$ cat src/core/bcr_pkg.sv
// Constants, register map and timeout ladder shared by the board control registers.
`default_nettype none
package bcr_pkg;
  localparam int          CLK_PERIOD_NS  = 10;
  localparam int          WD_TICK_NS     = 1000000;
  localparam int          WD_TICK_CYCLES = WD_TICK_NS / CLK_PERIOD_NS;
  localparam int          TICK_W         = 17;
  localparam int          WD_CNT_W       = 18;
  localparam int          ADDR_W         = 12;
  localparam int          DATA_W         = 32;
  localparam int          REG_W          = 8;
  localparam int          IDX_W          = 10;
  localparam int          STRB_W         = DATA_W / 8;

  // Register indices; the byte address is four times the index.
  localparam logic [IDX_W-1:0] IDX_GEO_ADDR   = 10'h282;
  localparam logic [IDX_W-1:0] IDX_REVISION   = 10'h283;
  localparam logic [IDX_W-1:0] IDX_WD_CTRL    = 10'h284;
  localparam logic [IDX_W-1:0] IDX_RST_STATUS = 10'h285;

  localparam int          WD_EN_BIT      = 4;
  localparam int          WD_SEL_W       = 4;
  localparam int          SLOT_ADDR_W    = 5;
  localparam int          REV_IDX_W      = 4;
  localparam int          RST_WD_BIT     = 0;
  localparam int          RST_BP_BIT     = 1;
  localparam int          RST_FP_BIT     = 2;
  localparam int          RST_MISC_BIT   = 3;
  localparam int          RST_CTRL_BIT   = 7;

  localparam logic [REG_W-1:0]    RST_STATUS_RESET = 8'h00;
  localparam logic [REG_W-1:0]    RST_W1C_MASK     = 8'h8d;
  localparam logic [WD_SEL_W-1:0] WD_SEL_RESET     = 4'h0;
  localparam logic [DATA_W-1:0]   RDATA_ZERO       = 32'h0;

  // Pin vector layout at the synchroniser.
  localparam int          PIN_GA_LSB     = 0;
  localparam int          PIN_SYS_SLOT   = 5;
  localparam int          PIN_BP_RST_N   = 6;
  localparam int          PIN_FP_RST_N   = 7;
  localparam int          PIN_MISC_RST   = 8;
  localparam int          PIN_BP_DIS     = 9;
  localparam int          PIN_LOC_RST_N  = 10;
  localparam int          PIN_W          = 11;
  localparam logic [PIN_W-1:0] PIN_RESET   = 11'h4c0;

  // Timeout ladder in milliseconds; reserved codes take the longest period.
  function automatic logic [WD_CNT_W-1:0] wd_timeout_ms(
    input logic [WD_SEL_W-1:0] sel
  );
    case (sel)
      4'h0:    wd_timeout_ms = 18'h0007d;
      4'h1:    wd_timeout_ms = 18'h000fa;
      4'h2:    wd_timeout_ms = 18'h001f4;
      4'h3:    wd_timeout_ms = 18'h003e8;
      4'h4:    wd_timeout_ms = 18'h007d0;
      4'h5:    wd_timeout_ms = 18'h00fa0;
      4'h6:    wd_timeout_ms = 18'h01f40;
      4'h7:    wd_timeout_ms = 18'h03e80;
      4'h8:    wd_timeout_ms = 18'h07d00;
      4'h9:    wd_timeout_ms = 18'h0fa00;
      4'ha:    wd_timeout_ms = 18'h1f400;
      default: wd_timeout_ms = 18'h3e800;
    endcase
  endfunction : wd_timeout_ms
endpackage : bcr_pkg
`default_nettype wire

$ cat src/core/bcr_board_regs.sv
// Board control and status register bank with watchdog and reset routing.
//
// Our own choice: the APB interface to the registers.
`default_nettype none
module bcr_board_regs
  import bcr_pkg::*;
#(
  parameter int                              TICK_CYCLES = WD_TICK_CYCLES,
  parameter logic [bcr_pkg::REV_IDX_W-1:0]   HW_REV      = 4'h0,
  parameter logic [bcr_pkg::REV_IDX_W-1:0]   LOGIC_REV   = 4'h0
) (
  input  wire logic                          mclk,
  input  wire logic                          nrst,
  input  wire logic                          psel,
  input  wire logic                          penable,
  input  wire logic                          pwrite,
  input  wire logic [bcr_pkg::ADDR_W-1:0]    paddr,
  input  wire logic [bcr_pkg::DATA_W-1:0]    pwdata,
  input  wire logic [bcr_pkg::STRB_W-1:0]    pstrb,
  output logic      [bcr_pkg::DATA_W-1:0]    prdata,
  output logic                               pready,
  output logic                               pslverr,
  input  wire logic [bcr_pkg::SLOT_ADDR_W-1:0] slot_address,
  input  wire logic                          system_slot,
  input  wire logic                          bp_reset_n_in,
  output logic                               bp_reset_n_out,
  output logic                               bp_reset_n_oe,
  input  wire logic                          front_panel_reset_n,
  input  wire logic                          misc_reset,
  input  wire logic                          bp_reset_disable,
  input  wire logic                          local_reset_n,
  output logic                               local_reset_req_n,
  output logic                               wd_expired
);

  //////////////////////////////////////////////////////////////////////////
  // Register addresses.

  localparam logic [ADDR_W-1:0] ADDR_GEO  = {IDX_GEO_ADDR, 2'b00};
  localparam logic [ADDR_W-1:0] ADDR_REV  = {IDX_REVISION, 2'b00};
  localparam logic [ADDR_W-1:0] ADDR_WD   = {IDX_WD_CTRL, 2'b00};
  localparam logic [ADDR_W-1:0] ADDR_RST  = {IDX_RST_STATUS, 2'b00};

  // Everything this bank remembers, apart from u_sync and u_wd, sits in one record. The read data
  // register is part of it, so prdata comes straight from a flop.
  typedef struct packed {
    logic [DATA_W-1:0]   prdata;
    logic                wd_enable_retrigger;
    logic [WD_SEL_W-1:0] wd_timeout_select;
    logic [REG_W-1:0]    reset_source_status;
    logic                local_req_n;
    logic                bp_out_n;
  } bcr_top_st_t;

  bcr_top_st_t s_ff;
  bcr_top_st_t nxt_s;

  //////////////////////////////////////////////////////////////////////////
  // Pin synchronisation.

  // Every pin takes the same two flops, so pins that move together are
  // seen together. The reset value of the vector is each pin's idle
  // level, so no false event follows reset.
  logic [PIN_W-1:0] pins_raw;
  logic [PIN_W-1:0] pins;

  always_comb begin
    pins_raw = '0;
    pins_raw[PIN_GA_LSB +: SLOT_ADDR_W] = slot_address;
    pins_raw[PIN_SYS_SLOT]  = system_slot;
    pins_raw[PIN_BP_RST_N]  = bp_reset_n_in;
    pins_raw[PIN_FP_RST_N]  = front_panel_reset_n;
    pins_raw[PIN_MISC_RST]  = misc_reset;
    pins_raw[PIN_BP_DIS]    = bp_reset_disable;
    pins_raw[PIN_LOC_RST_N] = local_reset_n;
  end

  bcr_sync #(
    .W       (PIN_W),
    .RST_VAL (PIN_RESET)
  ) u_sync (
    .mclk (mclk),
    .nrst (nrst),
    .din  (pins_raw),
    .dout (pins)
  );

  logic [SLOT_ADDR_W-1:0] ga_s;
  logic                   sys_slot_s;
  logic                   bp_rst_s;
  logic                   fp_rst_s;
  logic                   misc_rst_s;
  logic                   bp_dis_s;
  logic                   loc_rst_s;

  assign ga_s       = pins[PIN_GA_LSB +: SLOT_ADDR_W];
  assign sys_slot_s = pins[PIN_SYS_SLOT];
  assign bp_rst_s   = !pins[PIN_BP_RST_N];
  assign fp_rst_s   = !pins[PIN_FP_RST_N];
  assign misc_rst_s = pins[PIN_MISC_RST];
  assign bp_dis_s   = pins[PIN_BP_DIS];
  assign loc_rst_s  = !pins[PIN_LOC_RST_N];

  //////////////////////////////////////////////////////////////////////////
  // Bus decode.

  logic addr_hit;
  logic hit_geo;
  logic hit_rev;
  logic hit_wd;
  logic hit_rst;
  logic setup_ph;
  logic access_ph;
  logic wr_lane0;
  logic wr_wd;
  logic wr_rst;

  // Only whole aligned words hit; a byte offset inside a word is refused.
  assign hit_geo  = (paddr == ADDR_GEO);
  assign hit_rev  = (paddr == ADDR_REV);
  assign hit_wd   = (paddr == ADDR_WD);
  assign hit_rst  = (paddr == ADDR_RST);
  assign addr_hit = hit_geo || hit_rev || hit_wd || hit_rst;

  // Zero-wait slave: read data is captured in the setup cycle so that
  // it comes from a flop while pready can stay high.
  assign setup_ph  = psel && !penable;
  assign access_ph = psel && penable;
  assign pready    = 1'b1;
  assign pslverr   = access_ph && !addr_hit;
  // Registers sit in byte lane 0; writes with that lane off are dropped.
  assign wr_lane0  = access_ph && pwrite && pstrb[0];
  assign wr_wd     = wr_lane0 && hit_wd;
  assign wr_rst    = wr_lane0 && hit_rst;

  //////////////////////////////////////////////////////////////////////////
  // Watchdog.

  logic                wd_reload;
  logic                wd_fire;
  logic [WD_SEL_W-1:0] wd_sel_now;

  // The retrigger pulse also serves as the first enable load.
  assign wd_reload = wr_wd && pwdata[WD_EN_BIT];

  // A load takes the period written with it, not the one it replaces, so
  // enabling and choosing the timeout can share one write.
  always_comb begin
    wd_sel_now = s_ff.wd_timeout_select;
    if (wr_wd) begin
      wd_sel_now = pwdata[WD_SEL_W-1:0];
    end
  end

  // The timer keeps counting after it fires; what an expiry does beyond
  // the status flag is left to logic outside this bank.
  bcr_wd_timer #(
    .TICK_CYCLES (TICK_CYCLES)
  ) u_wd (
    .mclk   (mclk),
    .nrst   (nrst),
    .enable (s_ff.wd_enable_retrigger),
    .reload (wd_reload),
    .sel    (wd_sel_now),
    .expire (wd_fire)
  );

  assign wd_expired = wd_fire;

  //////////////////////////////////////////////////////////////////////////
  // Reset routing and status.

  logic             bp_routed;
  logic [REG_W-1:0] rst_set;
  logic [REG_W-1:0] rst_clr;
  logic [REG_W-1:0] rst_next;

  // Slot kind is meant to be fixed from power-up; a board that changes it
  // while running may take the tail of its own driven line as a reset.
  // Handling counts as disabled while the control bit is set.
  assign bp_routed = !sys_slot_s && bp_rst_s
                     && !s_ff.reset_source_status[RST_CTRL_BIT];

  always_comb begin
    rst_set               = '0;
    rst_set[RST_WD_BIT]   = wd_fire;
    rst_set[RST_BP_BIT]   = bp_routed;
    rst_set[RST_FP_BIT]   = fp_rst_s;
    rst_set[RST_MISC_BIT] = misc_rst_s;
    rst_set[RST_CTRL_BIT] = bp_dis_s;
    rst_clr               = '0;
    if (wr_rst) begin
      rst_clr = pwdata[REG_W-1:0] & RST_W1C_MASK;
    end
  end

  // One flag cell per bit. Set wins over clear so that an event in the
  // clearing cycle survives, and bit 1 has no clear at all.
  generate
    for (genvar b = 0; b < REG_W; b++) begin : g_flag
      assign rst_next[b] = (s_ff.reset_source_status[b] && !rst_clr[b])
                           || rst_set[b];
    end
  endgenerate

  //////////////////////////////////////////////////////////////////////////
  // Read data.

  logic [REG_W-1:0] geo_byte;
  logic [REG_W-1:0] rev_byte;
  logic [REG_W-1:0] wd_byte;
  logic [REG_W-1:0] rst_byte;
  logic [REG_W-1:0] rd_byte;

  // Reserved bits of every register read as zero; writes to the
  // read-only bytes are dropped without an error.
  always_comb begin
    geo_byte                  = '0;
    geo_byte[SLOT_ADDR_W-1:0] = ga_s;
    rev_byte                  = {HW_REV, LOGIC_REV};
    wd_byte                   = '0;
    wd_byte[WD_EN_BIT]        = s_ff.wd_enable_retrigger;
    wd_byte[WD_SEL_W-1:0]     = s_ff.wd_timeout_select;
    rst_byte                  = s_ff.reset_source_status;
  end

  // Unmapped addresses read zero as well as raising the error.
  always_comb begin
    rd_byte = '0;
    if (hit_geo) begin
      rd_byte = geo_byte;
    end
    if (hit_rev) begin
      rd_byte = rev_byte;
    end
    if (hit_wd) begin
      rd_byte = wd_byte;
    end
    if (hit_rst) begin
      rd_byte = rst_byte;
    end
  end

  //////////////////////////////////////////////////////////////////////////
  // Next state.

  always_comb begin
    nxt_s = s_ff;
    // A write's setup cycle clears prdata, so stale read data never lingers.
    if (setup_ph) begin
      nxt_s.prdata = RDATA_ZERO;
      if (!pwrite) begin
        nxt_s.prdata[REG_W-1:0] = rd_byte;
      end
    end
    if (wr_wd) begin
      nxt_s.wd_timeout_select = pwdata[WD_SEL_W-1:0];
      // Sticky: a written 0 never turns the watchdog off.
      if (pwdata[WD_EN_BIT]) begin
        nxt_s.wd_enable_retrigger = 1'b1;
      end
    end
    nxt_s.reset_source_status = rst_next;
    nxt_s.local_req_n = !bp_routed;
    nxt_s.bp_out_n    = !loc_rst_s;
  end

  // Backplane reset never reaches nrst, so the status survives it.
  always_ff @(posedge mclk or negedge nrst) begin
    if (!nrst) begin
      s_ff.prdata              <= RDATA_ZERO;
      s_ff.wd_enable_retrigger <= 1'b0;
      s_ff.wd_timeout_select   <= WD_SEL_RESET;
      s_ff.reset_source_status <= RST_STATUS_RESET;
      s_ff.local_req_n         <= 1'b1;
      s_ff.bp_out_n            <= 1'b1;
    end else begin
      s_ff <= nxt_s;
    end
  end

  //////////////////////////////////////////////////////////////////////////
  // Outputs.

  assign prdata            = s_ff.prdata;
  assign local_reset_req_n = s_ff.local_req_n;
  assign bp_reset_n_out    = s_ff.bp_out_n;
  // The backplane line is driven only from a system slot.
  assign bp_reset_n_oe     = sys_slot_s;

endmodule : bcr_board_regs
`default_nettype wire

$ cat src/core/bcr_sync.sv
// Two-flop synchroniser for a vector of asynchronous pin levels.
`default_nettype none
module bcr_sync #(
  parameter int               W       = 1,
  parameter logic [W-1:0]     RST_VAL = '0
) (
  input  wire logic           mclk,
  input  wire logic           nrst,
  input  wire logic [W-1:0]   din,
  output logic      [W-1:0]   dout
);
  typedef struct packed {
    logic [W-1:0] meta;
    logic [W-1:0] stable;
  } bcr_sync_st_t;

  bcr_sync_st_t s_ff;
  bcr_sync_st_t nxt_s;

  // The first stage feeds only the second stage.
  always_comb begin
    nxt_s.meta   = din;
    nxt_s.stable = s_ff.meta;
  end

  always_ff @(posedge mclk or negedge nrst) begin
    if (!nrst) begin
      s_ff <= {RST_VAL, RST_VAL};
    end else begin
      s_ff <= nxt_s;
    end
  end

  assign dout = s_ff.stable;
endmodule : bcr_sync
`default_nettype wire

$ cat src/core/bcr_wd_timer.sv
// Watchdog countdown with a millisecond tick divider.
`default_nettype none
module bcr_wd_timer
  import bcr_pkg::*;
#(
  parameter int                         TICK_CYCLES = WD_TICK_CYCLES
) (
  input  wire logic                     mclk,
  input  wire logic                     nrst,
  input  wire logic                     enable,
  input  wire logic                     reload,
  input  wire logic [bcr_pkg::WD_SEL_W-1:0] sel,
  output logic                          expire
);
  typedef struct packed {
    logic [TICK_W-1:0]   tick;
    logic [WD_CNT_W-1:0] ms;
    logic                expire;
  } bcr_wd_st_t;

  localparam logic [TICK_W-1:0]   TICK_LAST = TICK_W'(TICK_CYCLES - 1);
  localparam logic [WD_CNT_W-1:0] MS_LAST   = 18'h00001;

  bcr_wd_st_t s_ff;
  bcr_wd_st_t nxt_s;

  always_comb begin
    nxt_s        = s_ff;
    nxt_s.expire = 1'b0;
    if (!enable || reload) begin
      // Preloading while idle makes the first enable start a full period.
      nxt_s.tick = '0;
      nxt_s.ms   = wd_timeout_ms(sel);
    end else if (s_ff.tick == TICK_LAST) begin
      nxt_s.tick = '0;
      if (s_ff.ms <= MS_LAST) begin
        nxt_s.expire = 1'b1;
        nxt_s.ms     = wd_timeout_ms(sel);
      end else begin
        nxt_s.ms = s_ff.ms - MS_LAST;
      end
    end else begin
      nxt_s.tick = s_ff.tick + TICK_W'(1);
    end
  end

  always_ff @(posedge mclk or negedge nrst) begin
    if (!nrst) begin
      s_ff <= '0;
    end else begin
      s_ff <= nxt_s;
    end
  end

  assign expire = s_ff.expire;
endmodule : bcr_wd_timer
`default_nettype wire

$ cat config.mk
export PLATFORM = sky130hd
export DESIGN_NAME = bcr_board_regs
export DESIGN_NICKNAME = d
export VERILOG_FILES = /design/src/core/bcr_pkg.sv /design/src/core/bcr_board_regs.sv /design/src/core/bcr_sync.sv /design/src/core/bcr_wd_timer.sv
export SDC_FILE = /design/constraint.sdc
export NUM_CORES = 1
export LEC_CHECK = 0
export ABC_AREA = 1
export BUFFER_PORTS_ARGS = -buffer_cell sky130_fd_sc_hd__buf_2
export CAP_MARGIN = 20
export CORE_MARGIN = 2
export CORE_UTILIZATION = 55
export CTS_BUF_LIST = sky130_fd_sc_hd__clkbuf_8
export DETAILED_ROUTE_END_ITERATION = 8
export PLACE_DENSITY = 0.82
export REMOVE_ABC_BUFFERS = 1
export SLEW_MARGIN = 30
export SYNTH_ARGS = -nofsm -noshare
export SYNTH_HDL_FRONTEND = slang
export SYNTH_SLANG_ARGS = --single-unit
export TNS_END_PERCENT = 50
$ cat constraint.sdc
create_clock -name mclk -period 5.3 [get_ports mclk]
set_input_delay 0.795 -clock mclk [delete_from_list [all_inputs] [get_ports mclk]]
set_output_delay 0.795 -clock mclk [all_outputs]
set_load 0.02 [all_outputs]
==> results of run 1 <==
[final timing paths]
check	from	endpoint	slack, ns	depth (start not counted)
max in group asynchronous	nrst	u_wd.s_ff[15]	4.29	2
hold / removal	u_sync.nxt_s[8]	u_sync.dout[8]	0.35	0
hold reg to reg	u_sync.nxt_s[8]	u_sync.dout[8]	0.35	0
setup / recovery	paddr[8]	pslverr	2.23	8
setup reg to reg	u_wd.s_ff[19]	u_wd.s_ff[30]	2.97	8
min in group asynchronous	nrst	u_sync.nxt_s[5]	0.54	2
[cells in the mapped netlist, types with 2 or more instances]
cell type / instances
nor2_2: 8
dfstp_2: 8
a21oi_4: 2
conb_1: 2
inv_2: 6
o21a_1: 2
nand4_1: 9
dfrtp_1: 68
o21ai_0: 26
nor2_1: 60
and3_1: 2
a31oi_1: 5
nor4_1: 3
ha_1: 3
nor2_4: 8
xnor2_1: 3
clkinv_1: 2
buf_6: 3
nand3_1: 25
nor3_1: 7
nor3b_1: 2
a21oi_1: 22
o211ai_1: 4
nand2_2: 13
or2_2: 2
o21ai_1: 7
nand2_1: 98
buf_2: 3
a211oi_1: 2
xor2_1: 9
inv_1: 44
buf_4: 33
nand3_2: 3
[through the flow]
step	utilization (%)	cells	hold WS (ns)	setup slack, ns
6_report	62.4	657	0.353	2.23
2_1_floorplan	-	496	0.331	2.58
3_3_place_gp	59.5	641	0.334	2.33
3_5_place_dp	59.5	641	0.335	2.29
4_1_cts	62.4	657	0.354	2.23
5_1_grt	62.4	657	0.356	2.03
[metal layers]
layer	vias up	GRT usage, %	wire length, um
met5	-	0	0
met4	0	9.83	209
met3	19	4.52	544
met2	140	38.2	4420
met1	1639	26.7	3570
li1	1684	-	-
[critical path: stages]
cell and delay, ns:
buf_2 0.09, nor2_1 0.12, nand2_2 0.13, nor3_1 0.70
nand2_1 0.10, nand2_1 0.09, a211oi_1 0.05, buf_2 0.20
[cells by family (layout without fill, tap and decap cells)]
logic type	count (synthesis)	after routing
AO/OA/AOI/OAI	77	77
XOR/XNOR	12	12
adder cells (fa/ha/maj)	3	3
buffers and inverters	94	116
flip-flops	76	76
other	2	27
AND/OR/NAND/NOR	247	247
[area by class of cell]
cell class              instances  area share [%]
repair buffers                 46            5.14
well taps                      99            2.69
inverters                      54            4.54
clock inverters                 7            1.96
clock buffers                   9            2.69
multi-input cells             366            41.4
flip-flops and latches         76            41.5
[registers in the layout, summed over array words and instances (netlist names)]
name and flops:
bp_reset_n_out 1, local_reset_req_n 1, prdata 6, rst_byte 5, s_ff 5, u_sync.dout 11, u_sync.nxt_s 11, u_wd.expire 1
u_wd.s_ff 35
[power groups by stage]
stage	Sequential [mW]	Combinational, mW	Clock [mW]
2_1_floorplan	0.605	0.0280	0
3_3_place_gp	0.604	0.0566	0
3_5_place_dp	0.605	0.0574	0
4_1_cts	0.593	0.0577	0.483
5_1_grt	0.594	0.0649	0.501
6_report	0.593	0.0577	0.471
==> PnR_summary.wiki, run 1 <==
{| class="wikitable"
! Metric !! Value
|-
| Synthesized instance count || 511
|-
| Endpoints failing setup || 0
|-
| Grt ovf || 0
|-
| Worst setup SP type || input port
|-
| Min-delay worst type || reg -> reg
|-
| Clock network power share || 42.0%
|-
| Number of buffers added on ports || 45
|-
| Transition time at the pin with the least slew margin || 0.881 ns
|-
| Number of enable-type register cells in the synthesized netlist || 0
|-
| Total chip power || roughly 1.1 mW
|-
| Most used DFF post-synth || dfrtp_1
|-
| Via Count || approximately 3500
|-
| Skew final || 0.0129 ns
|-
| Share of the yosys chip area belonging to registers || between 40% and 50%
|-
| Area taken by multi-input logic gates || around 1900 um2
|-
| First-pass GRT wire length || between 10000 and 15000 um
|-
| Final Hold Fails || 0
|-
| Setup TNS || 0 ns
|-
| Synth Area in Compound Gates || between 10% and 20%
|-
| Clock tree from TritonCTS || built
|-
| Violation count after the first detailed-route iteration || approximately 370
|-
| Diodes inserted || 0
|-
| Quantity of gates resized following cts || 0
|-
| Drt drc || 0
|-
| Most common cell after layout, fill and taps aside || nand2_1
|-
| Cell type with the largest total area after synthesis || dfrtp_1
|-
| Yosys warnings || 0
|-
| Hold-fix buffer count after cts || 0
|-
| Final clock period utilization by the worst path || between 50 and 60%
|-
| Post-synthesis mux area share || 0%
|-
| Largest net degree at the start of global routing || 77
|-
| Final critical path time including I/O delays and setup || ~3.1 ns
|-
| Comb pwr share || under 10%
|-
| Fill cell instance count of the final layout || 629
|-
| Class of the most critical setup path || in -> out
|-
| Clock latency reported for the late side of the worst-skew pair || approximately 0.37 ns
|-
| Standard cell area after detailed placement || about 4400 um2
|-
| Register area || ~1900 um2
|-
| Most used cells in the layout excluding fill and tap cells || nand2_1, dfrtp_1, nor2_1
|-
| Global placement routability congestion || 0.882
|-
| Cell row count || 31
|-
| Chip Width || a little over 90 um
|-
| Layout cells sized above 1 || a little over a fifth
|-
| Kind of end point of the critical path || output pin
|-
| Routed wire per std cell || around 13 um
|-
| Result of the run || completed
|-
| Initial core utilization || 57.5%
|-
| Vias in the first global route || between 3000 and 4000
|-
| CTS Sinks || 76
|-
| Post-detail-place hpwl || approximately 6300 um
|-
| CP required || 4.51 ns
|-
| Maximum count of clock buffers along a single path || 2
|-
| Share of power burned in registers || between 50% and 60%
|-
| Antenna violations before repair || 0
|-
| I/O pin count || about 100
|-
| Maximum clock frequency || between 300 and 400 MHz
|-
| Final wirelength || a little under 9000 um
|-
| Avg Inst Size Synth || 8.29 um2
|-
| Unique masters post-synth || 50
|-
| Area fraction in and, or, nand and nor cells after synthesis || between 20 and 30%
|-
| Net count reported at finish || between 600 and 700
|-
| Unrepaired setup endpoints after global routing || no
|-
| Post-route standard cell area excluding fillers || between 4000 and 5000 um2
|-
| Top area cells in the synthesized netlist || dfrtp_1, nand2_1, buf_4
|-
| Dominant combinational cell family by area after synthesis || simple AND/OR/NAND/NOR gates
|-
| Async S/R FF share, synth || 100%
|-
| Flip-flop and latch count after synthesis || 76
|-
| Net switching power figure || roughly 0.29 mW
|-
| Sw frac || ~26%
|-
| Syn Std Cell Area || 4230 um2
|-
| CTS buffer count || 9
|-
| Root cell of the clock tree || clkbuf_8
|-
| Worst slew margin relative to its limit || 40.8%
|-
| Max cap viols || 0
|-
| Power density cells || between 200 and 250 nW/um2
|-
| Antenna violation net count after detailed routing || 0
|-
| Reg clk slew, reported paths || about 0.08 ns
|-
| Xor/xnor cell area share of the yosys netlist || around 2.5%
|-
| Count of buffers added by post-CTS timing repair for setup || 0
|-
| Detailed-routing iteration count for the pre-antenna-repair pass || 6
|-
| Area share of the leading cell type in the synthesized netlist || approximately 40%
|-
| Leakage power || around 2.2 nW
|-
| GRT Util Overall || 22.1%
|-
| Die height || about 90 um
|-
| CP max FO || 7
|-
| Via density || around 5.3
|-
| Area growth from synthesis to layout || 8.69%
|-
| Int Power || about 0.83 mW
|-
| Max-slew violation count || 0
|-
| Core Box Area || 7370 um2
|-
| Max VDD drop || 0.311 mV
|-
| Adder-cell share of the synthesized area || less than 1%
|-
| Die Footprint || around 8400 um2
|-
| H-tree lvl count || 3
|-
| Data arrival, critical path || about 2.3 ns
|}
Power figures use the tool's default switching activity.
==> run 2, diff against run 1 <==
==> constraint.sdc (replaced) <==
create_clock -name mclk -period 3.1 [get_ports mclk]
set_input_delay 0.465 -clock mclk [delete_from_list [all_inputs] [get_ports mclk]]
set_output_delay 0.465 -clock mclk [all_outputs]
set_load 0.02 [all_outputs]
==> PnR_summary.wiki, run 2 (synthesis results as in run 1) <==
{| class="wikitable"
! Metric !! Value
|-
| Initial core utilization || 57.5% (unchanged)
|-
| Unrepaired setup endpoints after global routing || no
|-
| Chip Width || 91.7 um (unchanged)
|-
| Diodes inserted || 0 (unchanged)
|-
| Worst setup SP type || flip-flop
|-
| Power density cells || 416 nW/um2 (+71%)
|-
| Skew final || 0.00574 ns (-0.00712 ns)
|-
| CP required || 3.36 ns (-1.15 ns)
|-
| Maximum clock frequency || between 400 and 500 MHz
|-
| GRT Util Overall || 22.3% (+0.19 points)
|-
| Kind of end point of the critical path || flip-flop
|-
| Wire length on met2 || 4460 um (+0.86%)
|-
| Violation count after the first detailed-route iteration || 298 (-18%)
|-
| Transition time at the pin with the least slew margin || 0.741 ns (-0.140 ns)
|-
| Data arrival, critical path || 2.63 ns (+0.36 ns)
|-
| Worst-case register-to-register setup slack || 0.73 ns (-2.24 ns)
|-
| Top routing layer used || met4
|-
| Detailed-routing iteration count for the pre-antenna-repair pass || 6 (unchanged)
|-
| Final Hold Fails || 0 (unchanged)
|-
| Clock tree from TritonCTS || built
|-
| Launch point of the critical path || u_wd.s_ff[19]
|-
| Vias in the first global route || 3365 (+1.1%)
|-
| CTS Sinks || 76 (unchanged)
|-
| Area growth from synthesis to layout || 9.19%
|-
| CP max FO || 22 (+15)
|-
| Setup TNS || 0 ns (unchanged)
|-
| Total instance count after detailed placement || 644 (+0.47%)
|-
| Leakage power || 2.17 nW (+0.71%)
|-
| Final clock period utilization by the worst path || 76.6%
|-
| Global placement routability congestion || 0.891 (+1.0%)
|-
| Post-detail-place hpwl || 6430 um (+2.6%)
|-
| Quantity of gates resized following cts || 0 (unchanged)
|-
| Antenna violation net count after detailed routing || 0 (unchanged)
|-
| Final critical path time including I/O delays and setup || between 2 and 2.5 ns
|-
| Most used cells in the layout excluding fill and tap cells || nand2_1, dfrtp_1, nor2_1
|-
| Count of buffers added by post-CTS timing repair for setup || 0 (unchanged)
|-
| Routed wire per std cell || 13.4 um (+0.99%)
|-
| Core Box Area || 7370 um2 (unchanged)
|-
| Endpoints failing setup || 0 (unchanged)
|-
| Maximum count of clock buffers along a single path || 2 (unchanged)
|-
| Net count reported at finish || 623 (+0.48%)
|-
| First-pass GRT wire length || 15200 um (+2.4%)
|-
| Cell row count || 31 (unchanged)
|-
| Max VDD drop || 0.372 mV (+20%)
|-
| CTS buffer count || 9 (unchanged)
|-
| Max reg flops || 35 (unchanged)
|-
| Launching point of the worst reg2reg path || u_wd.s_ff[19]
|-
| Drt drc || 0 (unchanged)
|-
| Die height || 91.7 um (unchanged)
|-
| Reg clk slew, reported paths || 0.08 ns (about the same)
|-
| Antenna violations before repair || 0 (unchanged)
|-
| Class of the most critical setup path || reg -> reg
|-
| Result of the run || completed
|-
| Layout cells sized above 1 || 22.1% (+0.42 points)
|-
| Wire length on met1 || 3670 um (+2.8%)
|-
| Hold-fix buffer count after cts || 0 (unchanged)
|-
| Max cap viols || 0 (unchanged)
|-
| Most common cell after layout, fill and taps aside || nand2_1
|-
| Largest net degree at the start of global routing || 44 (-43%)
|-
| Via density || 5.28 (-0.43%)
|-
| Met3 wire len || 546 um (+0.37%)
|-
| Clock latency reported for the late side of the worst-skew pair || 0.36 ns (about the same)
|-
| Worst slew margin relative to its limit || 50.2% (+9.4 points)
|-
| Post-route non-filler standard cell count || 660 (+0.46%)
|-
| Via Count || 3483 (+0.029%)
|-
| Root cell of the clock tree || clkbuf_8
|-
| Final wirelength || 8870 um (+1.5%)
|-
| Min-delay worst type || in -> async
|-
| Grt ovf || 0 (unchanged)
|-
| Max-slew violation count || 0 (unchanged)
|-
| I/O pin count || 102 (unchanged)
|-
| H-tree lvl count || 3 (unchanged)
|-
| Die Footprint || 8420 um2 (unchanged)
|-
| Biggest register || u_wd.s_ff
|-
| Number of buffers added on ports || 45 (unchanged)
|}
[run 2: per-stage QoR]
stage | utilization [%] | area, um2 | hold WS, ns | power, mW | worst slack (ns)
2_1_floorplan | - | 4030 | 0.169 | 1.08 | 1.04
4_1_cts | 62.7 | 4620 | 0.194 | 1.93 | 0.761
5_1_grt | 62.7 | 4620 | 0.119 | 1.99 | 0.542
6_report | 62.7 | 4620 | 0.0673 | 1.92 | 0.726
3_3_place_gp | 59.8 | 4410 | 0.333 | 1.13 | 0.646
3_5_place_dp | 59.8 | 4410 | 0.335 | 1.13 | 0.591
[run 2: report_power, final]
group          switching [mW]  internal (mW)  total, mW
sequential            0.00435           1.01       1.01
combinational          0.0756         0.0243     0.0999
clock                   0.398          0.409      0.808
total                   0.478           1.44       1.92
[run 2: worst paths after layout]
kind | endpoint | cells past startpoint
setup / recovery | u_wd.s_ff[30] | 8
hold / removal | u_sync.dout[5] | 1
setup reg to reg | u_wd.s_ff[30] | 8
hold reg to reg | u_sync.dout[1] | 0
max in group asynchronous | local_reset_req_n | 2
min in group mclk | u_sync.nxt_s[10] | 1
[run 2: metal layers]
layer	global-route usage, %	vias to the layer above
met2	37.7	148
met5	0	-
met4	8.83	0
met3	3.94	19
li1	-	1699
met1	28.6	1617
[run 2: final cells by class]
cell class,count,area (um2)
fillers,613,2750
multi-input cells,366,1910
clock inverters,6,76.3
well taps,99,124
inverters,54,209
repair buffers,49,258
clock buffers,10,138
flip-flops and latches,76,1910
[run 2: critical path: stages (launching register included)]
cell and delay (ns):
dfrtp_1 0.40, ha_1 0.24, nand3_1 0.15, nor2_2 0.09, nand2_1 0.12, nor2_4 0.06
nor2_4 0.47, clkinv_2 0.42, a211oi_1 0.31
